<file path="src/hw/psm_pkg.sv">
// Purpose: Shared constants and interface for the peak signal monitor and its link receiver
// Assumes: One clock at the decimated sample rate, synchronous active-high reset
// Notes: Register offsets are byte addresses on the configuration port
//
// Notes on behaviour
// - Track absolute magnitude, keep 13-bit window peak
// - Window length is one global 24-bit count
// - Monitor enable is control register bit 1
// - Host writes window length before enabling
// - Enable loads down-counter, one step per sample
// - Keep larger of sample and stored magnitude
// - Store seeds with current sample, not zero
// - At count one, copy peak to holding register
// - After transfer reload timer and reseed store
// - Results via register readback and link bits
// - Sideband needs 0x279 bits 1:0, 0x27A bit 1
// - Up to three control bits; monitor uses one
// - Control bits fill from MSB; monitor uses the lowest of them
// - Host programs link registers for sideband routing
// - 25-bit frame, MSB first, five 5-bit subframes
// - Each subframe opens with a start bit
// - Receiver extracts and reassembles frames
// - Length bytes at 0x271 (LSB) to 0x273 (MSB)
package psm_pkg;
  localparam int PSM_MAG_W = 13;
  localparam int PSM_PER_W = 24;
  localparam int PSM_SMP_W = 16;
  localparam int PSM_ADDR_W = 12;
  localparam int PSM_CB_MAX = 3;
  localparam int PSM_FRAME_W = 25;
  localparam int PSM_SUB_W = 5;
  localparam int PSM_SUB_N = 5;

  localparam logic [11:0] PSM_REG_CTRL = 12'h270;
  localparam logic [11:0] PSM_REG_PER0 = 12'h271;
  localparam logic [11:0] PSM_REG_PER1 = 12'h272;
  localparam logic [11:0] PSM_REG_PER2 = 12'h273;
  localparam logic [11:0] PSM_REG_HOLD0 = 12'h274;
  localparam logic [11:0] PSM_REG_HOLD1 = 12'h275;
  localparam logic [11:0] PSM_REG_SBA = 12'h279;
  localparam logic [11:0] PSM_REG_SBB = 12'h27a;
  localparam logic [11:0] PSM_REG_LNKA = 12'h559;
  localparam logic [11:0] PSM_REG_LNKB = 12'h55a;
  localparam logic [11:0] PSM_REG_LNKC = 12'h58f;

  localparam int PSM_CTRL_EN_BIT = 1;
  localparam logic [1:0] PSM_SBA_EN = 2'h3;
  localparam int PSM_SBB_EN_BIT = 1;
  localparam logic [1:0] PSM_LNKC_CS_MASK = 2'h3;
  localparam logic [7:0] PSM_RST_BYTE = 8'h00;

  // Subframe heads: start bit then 4-bit tag
  localparam logic [4:0] PSM_SUB_IDENT = 5'h10;
  localparam logic [4:0] PSM_SUB_IDLE = 5'h00;
  localparam logic [0:0] PSM_START_BIT = 1'h1;
  localparam logic [2:0] PSM_FRAME_CNT_LAST = 3'h4;
  localparam logic [2:0] PSM_BIT_CNT_LAST = 3'h4;
  localparam logic [23:0] PSM_CNT_ONE = 24'h000001;

  function automatic logic [12:0] psm_abs(input logic [15:0] s);
    logic [15:0] m;
    m = s[15] ? 16'(-s) : s;
    return (m[15:14] != 2'h0) ? 13'h1fff : m[14:2];
  endfunction
endpackage

</file>
<file path="src/hw/psm_link_if.sv">
`timescale 1ns/1ps
// Purpose: Converter sample link from monitor to receiving logic
// Assumes: Same clock at both ends
// Notes: One sample per clock with its valid strobe
interface psm_link_if;
  logic [15:0] sample;
  logic sample_valid;
  logic [1:0] cb_count;
  modport dev(output sample, output sample_valid, output cb_count);
  modport rcv(input sample, input sample_valid, input cb_count);
endinterface

</file>
<file path="src/hw/psm_monitor.sv">
`timescale 1ns/1ps
// Purpose: Peak magnitude monitor with register access and link sideband
// Assumes: Configuration port is a simple byte read/write strobe port
// Notes: Link sample has sideband control bits overlaid on its high bits
module psm_monitor
  import psm_pkg::*;
(
  input wire logic CLK,
  input wire logic RST,
  input wire logic [15:0] SAMPLE,
  input wire logic SAMPLE_VALID,
  input wire logic CFG_WR,
  input wire logic CFG_RD,
  input wire logic [11:0] CFG_ADDR,
  input wire logic [7:0] CFG_WDATA,
  output logic [7:0] CFG_RDATA,
  output logic CFG_RVALID,
  output logic [12:0] PEAK_HOLD,
  output logic PEAK_STROBE,
  psm_link_if.dev LINK
);
  // ****************************************
  // Registers
  // ****************************************
  logic [7:0] ctrl, per0, per1, per2, sba, sbb, lnka, lnkb, lnkc;
  logic [7:0] next_ctrl, next_per0, next_per1, next_per2, next_sba, next_sbb;
  logic [7:0] next_lnka, next_lnkb, next_lnkc;
  logic [7:0] next_rdata;
  logic next_rvalid;
  logic [12:0] hold, next_hold;
  logic [23:0] window_length;

  assign window_length = {per2, per1, per0};

  always_comb begin
    next_ctrl = ctrl;
    next_per0 = per0;
    next_per1 = per1;
    next_per2 = per2;
    next_sba = sba;
    next_sbb = sbb;
    next_lnka = lnka;
    next_lnkb = lnkb;
    next_lnkc = lnkc;
    if (CFG_WR) begin
      unique case (CFG_ADDR)
        PSM_REG_CTRL: next_ctrl = CFG_WDATA;
        PSM_REG_PER0: next_per0 = CFG_WDATA;
        PSM_REG_PER1: next_per1 = CFG_WDATA;
        PSM_REG_PER2: next_per2 = CFG_WDATA;
        PSM_REG_SBA: next_sba = CFG_WDATA;
        PSM_REG_SBB: next_sbb = CFG_WDATA;
        PSM_REG_LNKA: next_lnka = CFG_WDATA;
        PSM_REG_LNKB: next_lnkb = CFG_WDATA;
        PSM_REG_LNKC: next_lnkc = CFG_WDATA;
        default: ;
      endcase
    end
    next_rvalid = CFG_RD;
    next_rdata = CFG_RDATA;
    if (CFG_RD) begin
      unique case (CFG_ADDR)
        PSM_REG_CTRL: next_rdata = ctrl;
        PSM_REG_PER0: next_rdata = per0;
        PSM_REG_PER1: next_rdata = per1;
        PSM_REG_PER2: next_rdata = per2;
        PSM_REG_HOLD0: next_rdata = hold[7:0];
        PSM_REG_HOLD1: next_rdata = {3'h0, hold[12:8]};
        PSM_REG_SBA: next_rdata = sba;
        PSM_REG_SBB: next_rdata = sbb;
        PSM_REG_LNKA: next_rdata = lnka;
        PSM_REG_LNKB: next_rdata = lnkb;
        PSM_REG_LNKC: next_rdata = lnkc;
        default: next_rdata = PSM_RST_BYTE;
      endcase
    end
  end

  always_ff @(posedge CLK) begin
    if (RST) begin
      ctrl <= PSM_RST_BYTE;
      per0 <= PSM_RST_BYTE;
      per1 <= PSM_RST_BYTE;
      per2 <= PSM_RST_BYTE;
      sba <= PSM_RST_BYTE;
      sbb <= PSM_RST_BYTE;
      lnka <= PSM_RST_BYTE;
      lnkb <= PSM_RST_BYTE;
      lnkc <= PSM_RST_BYTE;
      CFG_RDATA <= PSM_RST_BYTE;
      CFG_RVALID <= 1'b0;
    end else begin
      ctrl <= next_ctrl;
      per0 <= next_per0;
      per1 <= next_per1;
      per2 <= next_per2;
      sba <= next_sba;
      sbb <= next_sbb;
      lnka <= next_lnka;
      lnkb <= next_lnkb;
      lnkc <= next_lnkc;
      CFG_RDATA <= next_rdata;
      CFG_RVALID <= next_rvalid;
    end
  end

  // ****************************************
  // Peak detector
  // ****************************************
  logic enable, active, next_active;
  logic [23:0] timer, next_timer;
  logic [12:0] store, next_store, mag;
  logic transfer, next_strobe;

  assign enable = ctrl[PSM_CTRL_EN_BIT];
  assign mag = psm_abs(SAMPLE);
  assign transfer = active && SAMPLE_VALID && (timer <= PSM_CNT_ONE);

  always_comb begin
    next_active = active;
    next_timer = timer;
    next_store = store;
    next_hold = hold;
    next_strobe = 1'b0;
    if (!enable) begin
      next_active = 1'b0;
    end else if (SAMPLE_VALID) begin
      if (!active || transfer) begin
        // Transfer uses the old store so the next window starts clean
        if (transfer) begin
          next_hold = (mag > store) ? mag : store;
          next_strobe = 1'b1;
        end
        next_active = 1'b1;
        next_timer = window_length;
        next_store = mag;
      end else begin
        next_timer = timer - PSM_CNT_ONE;
        if (mag > store) begin
          next_store = mag;
        end
      end
    end
  end

  always_ff @(posedge CLK) begin
    if (RST) begin
      active <= 1'b0;
      timer <= '0;
      store <= '0;
      hold <= '0;
      PEAK_STROBE <= 1'b0;
    end else begin
      active <= next_active;
      timer <= next_timer;
      store <= next_store;
      hold <= next_hold;
      PEAK_STROBE <= next_strobe;
    end
  end

  assign PEAK_HOLD = hold;

  // ****************************************
  // Sideband serializer
  // ****************************************
  logic sb_en, busy, next_busy;
  logic [24:0] frame, next_frame;
  logic [2:0] sub_cnt, next_sub_cnt, bit_cnt, next_bit_cnt;
  logic [4:0] idle_sub;
  logic [1:0] cs;
  logic ctl_bit;
  logic [15:0] next_sample;
  logic next_svalid;

  assign sb_en = ((sba[1:0] & PSM_SBA_EN) == PSM_SBA_EN) && sbb[PSM_SBB_EN_BIT];
  assign cs = lnkc[1:0] & PSM_LNKC_CS_MASK;
  assign idle_sub = PSM_SUB_IDLE;

  always_comb begin
    next_busy = busy;
    next_frame = frame;
    next_sub_cnt = sub_cnt;
    next_bit_cnt = bit_cnt;
    ctl_bit = busy ? frame[24] : idle_sub[PSM_SUB_W - 1 - int'(bit_cnt)];
    if (!sb_en) begin
      next_busy = 1'b0;
      next_bit_cnt = '0;
      ctl_bit = 1'b0;
    end else if (SAMPLE_VALID) begin
      if (next_strobe) begin
        // Five subframes, each with start bit
        next_frame = {PSM_SUB_IDENT,
                      PSM_START_BIT, next_hold[12:9],
                      PSM_START_BIT, next_hold[8:5],
                      PSM_START_BIT, next_hold[4:1],
                      PSM_START_BIT, next_hold[0], 3'h0};
        next_busy = 1'b1;
        next_sub_cnt = '0;
        next_bit_cnt = '0;
      end else if (busy) begin
        next_frame = {frame[23:0], 1'b0};
        next_bit_cnt = (bit_cnt == PSM_BIT_CNT_LAST) ? 3'h0 : bit_cnt + 3'h1;
        if (bit_cnt == PSM_BIT_CNT_LAST) begin
          next_sub_cnt = sub_cnt + 3'h1;
          if (sub_cnt == PSM_FRAME_CNT_LAST) begin
            next_busy = 1'b0;
          end
        end
      end else begin
        next_bit_cnt = (bit_cnt == PSM_BIT_CNT_LAST) ? 3'h0 : bit_cnt + 3'h1;
      end
    end
    next_sample = SAMPLE;
    if (sb_en && cs != 2'h0) begin
      // Monitor bit always rides in the lowest of the cs top control slots
      next_sample[PSM_SMP_W - 1 - int'(cs) + 1] = ctl_bit;
    end
    next_svalid = SAMPLE_VALID;
  end

  always_ff @(posedge CLK) begin
    if (RST) begin
      busy <= 1'b0;
      frame <= '0;
      sub_cnt <= '0;
      bit_cnt <= '0;
      LINK.sample <= '0;
      LINK.sample_valid <= 1'b0;
      LINK.cb_count <= '0;
    end else begin
      busy <= next_busy;
      frame <= next_frame;
      sub_cnt <= next_sub_cnt;
      bit_cnt <= next_bit_cnt;
      LINK.sample <= next_sample;
      LINK.sample_valid <= next_svalid;
      LINK.cb_count <= sb_en ? cs : 2'h0;
    end
  end
endmodule

</file>
<file path="src/flat_wrapper.sv">
// flat-port wrapper written by rule: the top's interface ports become plain ports
module psm_monitor_flat import psm_pkg::*;
  (CLK, RST, SAMPLE, SAMPLE_VALID, CFG_WR, CFG_RD, CFG_ADDR, CFG_WDATA, CFG_RDATA, CFG_RVALID, PEAK_HOLD, PEAK_STROBE, LINK_sample, LINK_sample_valid, LINK_cb_count);
  psm_link_if LINK_i ();
  input wire logic CLK;
  input wire logic RST;
  input wire logic [15:0] SAMPLE;
  input wire logic SAMPLE_VALID;
  input wire logic CFG_WR;
  input wire logic CFG_RD;
  input wire logic [11:0] CFG_ADDR;
  input wire logic [7:0] CFG_WDATA;
  output logic [7:0] CFG_RDATA;
  output logic CFG_RVALID;
  output logic [12:0] PEAK_HOLD;
  output logic PEAK_STROBE;
  output wire logic [$bits(LINK_i.sample)-1:0] LINK_sample;
  output wire logic [$bits(LINK_i.sample_valid)-1:0] LINK_sample_valid;
  output wire logic [$bits(LINK_i.cb_count)-1:0] LINK_cb_count;
  assign LINK_sample = LINK_i.sample;
  assign LINK_sample_valid = LINK_i.sample_valid;
  assign LINK_cb_count = LINK_i.cb_count;
  psm_monitor u_core (.CLK(CLK), .RST(RST), .SAMPLE(SAMPLE), .SAMPLE_VALID(SAMPLE_VALID), .CFG_WR(CFG_WR), .CFG_RD(CFG_RD), .CFG_ADDR(CFG_ADDR), .CFG_WDATA(CFG_WDATA), .CFG_RDATA(CFG_RDATA), .CFG_RVALID(CFG_RVALID), .PEAK_HOLD(PEAK_HOLD), .PEAK_STROBE(PEAK_STROBE), .LINK(LINK_i));
endmodule
</file>
<file path="config.mk">
export PLATFORM = sky130hd
export DESIGN_NAME = psm_monitor_flat
export DESIGN_NICKNAME = d
export VERILOG_FILES = /design/src/hw/psm_pkg.sv /design/src/hw/psm_link_if.sv /design/src/hw/psm_monitor.sv /design/src/flat_wrapper.sv
export SDC_FILE = /design/constraint.sdc
export NUM_CORES = 1
export LEC_CHECK = 0
export BUFFER_PORTS_ARGS = -buffer_cell sky130_fd_sc_hd__buf_2
export CAP_MARGIN = 30
export CORE_MARGIN = 1.5
export CORE_UTILIZATION = 50
export CTS_BUF_LIST = sky130_fd_sc_hd__clkbuf_4 sky130_fd_sc_hd__clkbuf_8
export CTS_CLUSTER_DIAMETER = 100
export DETAILED_ROUTE_END_ITERATION = 12
export PLACE_DENSITY = 0.69
export SYNTH_ARGS = -nofsm -noshare
export SYNTH_HDL_FRONTEND = slang
export SYNTH_SLANG_ARGS = --single-unit
</file>
<file path="constraint.sdc">
create_clock -name CLK -period 4.7 [get_ports CLK]
set_input_delay 0.94 -clock CLK [delete_from_list [all_inputs] [get_ports CLK]]
set_output_delay 0.94 -clock CLK [all_outputs]
set_load 0.005 [all_outputs]
</file>
==> flow_summary.json <==
{
  "grt_max_degree": 85,
  "cp-start-kind": "primary input",
  "syn_avg_cell_area_sq_um": 8.53,
  "area_growth_pct": 12.4,
  "clockBufferDepth": 2,
  "slew_headroom_pct": 36.9,
  "switching_share_pct": 25.7,
  "netlist_instances": 1076,
  "synth-seq-cells": 181,
  "fin_worst_skew_ns": 0.0129,
  "cp_slowest_cell": "a21boi_2",
  "power_switching_mw": 0.738,
  "setup_ws_ns": 0.653,
  "p_total_mw": 2.87,
  "wl_microns": 25500,
  "p_clk_share_pct": 38.7,
  "final_nets": 1207,
  "cts_buffers": 17,
  "grt_usage_pct": 26.5,
  "cp_common_cell": "buf_4",
  "drive_gt1_share_pct": 17.8,
  "p_int_mw": 2.13,
  "ys_seq_area_share_pct": 39.5,
  "clk_pin_slew_ns": 0.09,
  "critPathArrivalTime_ns": 4.37,
  "p_seq_share_pct": 53.7,
  "dieWidth_microns": 139,
  "drtPass1Iterations": 8,
  "port_buffers": 82,
  "crit_type": "primary input to register",
  "syn-cell-area_sq_um": 9180,
  "place_congestion": 0.918,
  "hp-class": "register to register",
  "cp.required_ns": 5.03,
  "drv_cap": 0,
  "synthFlopType": "dfxtp_1",
  "first_global_vias": 7444,
  "synth_edf_count": 0,
  "drv_slew": 0,
  "core.rowCount": 49,
  "ant_nets": 0,
  "cts_num_sinks": 181,
  "finalHoldViolations": 0,
  "hpwl_microns": 18100,
  "cts_tree": "built",
  "clock_latency_ns": 0.47,
  "drc_errors": 0,
  "post-place-ws_ns": -0.0830,
  "rsz0062_at_grt": "no",
  "min_period_ns": 4.05,
  "die_area_sq_um": 19200,
  "drt_iter0_markers": 815,
  "antenna_found_initial": 0,
  "syn_nets": 1136,
  "path_cells": "buf_2 -> or3_1 -> buf_4 -> nor3_2 -> nor4b_1 -> nor2_1 -> ha_1 -> nand4_1 -> nor3_1 -> o31ai_1 -> a21boi_2 -> buf_4 -> nor3b_1 -> o22ai_1",
  "wl_per_cell_microns": 18.4,
  "cts_setup_buffers": 0,
  "critPathCaptureType": "register",
  "root_buffer": "clkbuf_8",
  "fill_cells": 1658,
  "grt_first_pass_wirelength_microns": 40900,
  "postCtsHoldBufs": 0,
  "leakagePower_nw": 4.04,
  "synth_warnings": 0,
  "synthArstFlopShare_pct": 0,
  "worst_pin_slew_ns": 0.946,
  "setup_violations": 0,
  "multi_input_area_sq_um": 5120,
  "combPwrFrac_pct": 7.6,
  "viasPerCell": 6.04,
  "tns_ns": 0,
  "crit_fanout": 12,
  "timing.fmax_ghz": 0.247,
  "diodes": 0,
  "core_area_sq_um": 18000,
  "vdd.ir_drop.worst_mv": 0.196,
  "htreeDepth": 4,
  "status": "finished, final reports clean",
  "fin_util_pct": 57.4,
  "fin_crit_sh_pct": 86.1,
  "start_util_pct": 51.1,
  "ios": 83,
  "grt_overflow": 0,
  "register_area_sq_um": 3620,
  "worst_path_largest_cell_delay_ns": 0.50,
  "powerDensity_nw_per_um2": 278,
  "vias": 8396,
  "die_h_microns": 139,
  "ys_types": 86
}
==> kinds of logic after synthesis <==
family / Yosys count / synth area share, %
mux: 75 / 8.68
flops: 181 / 39.5
fa+ha+maj: 19 / 2.59
simple gates: 410 / 23.4
buf+inv: 102 / 4.80
xor+xnor: 10 / 0.954
compound gates: 279 / 20.1
==> layout make-up <==
| cell class | count | area share [%] |
|---|---|---|
| clock inverter | 12 | 1.42 |
| inverter | 27 | 0.982 |
| multi-input combinational | 793 | 49.6 |
| sequential | 181 | 35.1 |
| tap | 229 | 2.78 |
| timing repair buffer | 127 | 7.47 |
| clock buffer | 20 | 2.61 |
==> layout by cell type, fill, tap and decap left out, drive strengths merged, types with 6 or more instances in the layout <==
cell / instances
clkinv: 7
nor2: 98
and2: 12
a221oi: 8
inv: 29
nand2b: 7
nand3: 63
o21ai: 58
a22o: 7
nor4: 15
nand4: 18
o22ai: 6
buf: 127
xor2: 9
or4: 6
a311oi: 7
and3: 12
o31ai: 8
a21oi: 94
nand2: 99
nor2b: 22
mux2: 7
ha: 19
a211oi: 10
a31oi: 15
a22oi: 10
clkbuf: 20
nor3: 31
mux2i: 65
dfxtp: 181
a222oi: 8
o211ai: 8
or3: 6
==> power by group through the flow <==
stage / sequential (mW) / clock [mW] / combinational (mW)
floorplan: 1.58 / 0 / 0.119
global placement: 1.58 / 0 / 0.214
detailed placement: 1.58 / 0 / 0.215
CTS: 1.54 / 1.14 / 0.216
global route: 1.54 / 1.19 / 0.238
finish: 1.54 / 1.11 / 0.219
==> per-stage QoR <==
stage | cell area [sq um] | hold slack, ns | std cells
floorplan | 9180 | 0.432 | 1076
global placement | 9870 | 0.441 | 1356
detailed placement | 9900 | 0.447 | 1357
CTS | 10300 | 0.459 | 1389
global route | 10300 | 0.478 | 1389
finish | 10300 | 0.456 | 1389
==> final timing paths <==
kind	slack (ns)	depth (start not counted)	end	from
max	0.65	14	u_core.frame[5]	SAMPLE[2]
min	0.46	2	u_core.frame[20]	u_core.frame[20]
max reg2reg	1.75	7	u_core.timer[3]	u_core.timer[12]
min reg2reg	0.46	2	u_core.frame[20]	u_core.frame[20]
==> repair_timing <==
| item | CTS | global route |
|---|---|---|
| gates resized for setup | 0 | 1 |
| endpoints found under the hold margin | 0 | 0 |
| endpoints found under the setup margin | 0 | 2 |
==> sequential cells by signal (all words and copies together) (netlist names) <==
name,cells
u_core.CFG_RDATA,8
u_core.LINK.sample,16
u_core.store,13
u_core.sba,8
u_core.lnkc,8
u_core.lnka,8
u_core.LINK.sample_valid,1
u_core.sbb,8
u_core.per0,8
u_core.busy,1
u_core.sub_cnt,3
u_core.per2,8
u_core.timer,24
u_core.bit_cnt,3
u_core.lnkb,8
u_core.PEAK_HOLD,13
u_core.LINK.cb_count,2
u_core.CFG_RVALID,1
u_core.ctrl,8
u_core.active,1
u_core.PEAK_STROBE,1
u_core.frame,22
u_core.per1,8
==> per-layer routing <==
layer	up-vias	wire (microns)	track usage (%)
met1	4001	12300	38.5
met3	35	1470	5.13
met5	-	0	0
met2	261	11200	39.2
met4	0	567	9.09
li1	4099	-	-
==> critical path: cells and delay by family <==
kind / cells / cell delay [ns]
buf+inv: 3 / 0.58
compound gates: 3 / 0.78
fa+ha+maj: 1 / 0.31
simple gates: 7 / 1.76
==> synthesized netlist by cell type, types with 4 or more instances <==
cell type,instances,area [sq um]
nand3_2,4,40.0
ha_1,19,238
nor3_1,23,115
nor2_1,95,357
mux2_2,7,78.8
a311oi_1,5,43.8
clkbuf_1,50,188
nand4_1,17,106
nand3_1,59,295
mux2i_1,65,651
a221oi_1,8,70.1
nor4_1,12,75.1
and3_1,12,75.1
o31ai_1,7,52.6
and2_1,11,68.8
or3_1,6,37.5
a22oi_1,9,67.6
nand2b_1,7,43.8
inv_1,27,101
nor3_2,6,60.1
a22o_1,7,61.3
nand2_1,96,360
o2111ai_1,5,43.8
a222oi_1,8,80.1
o21ai_1,4,20.0
dfxtp_1,181,3620
nor2b_1,22,138
a211oi_1,10,75.1
o22ai_1,6,37.5
buf_6,4,45.0
xor2_1,9,78.8
buf_2,13,65.1
o21ai_0,54,270
buf_1,5,18.8
o211ai_1,8,60.1
a31oi_1,15,93.8
a21o_1,5,37.5
a21oi_1,93,465
Power figures use the tool's default switching activity.
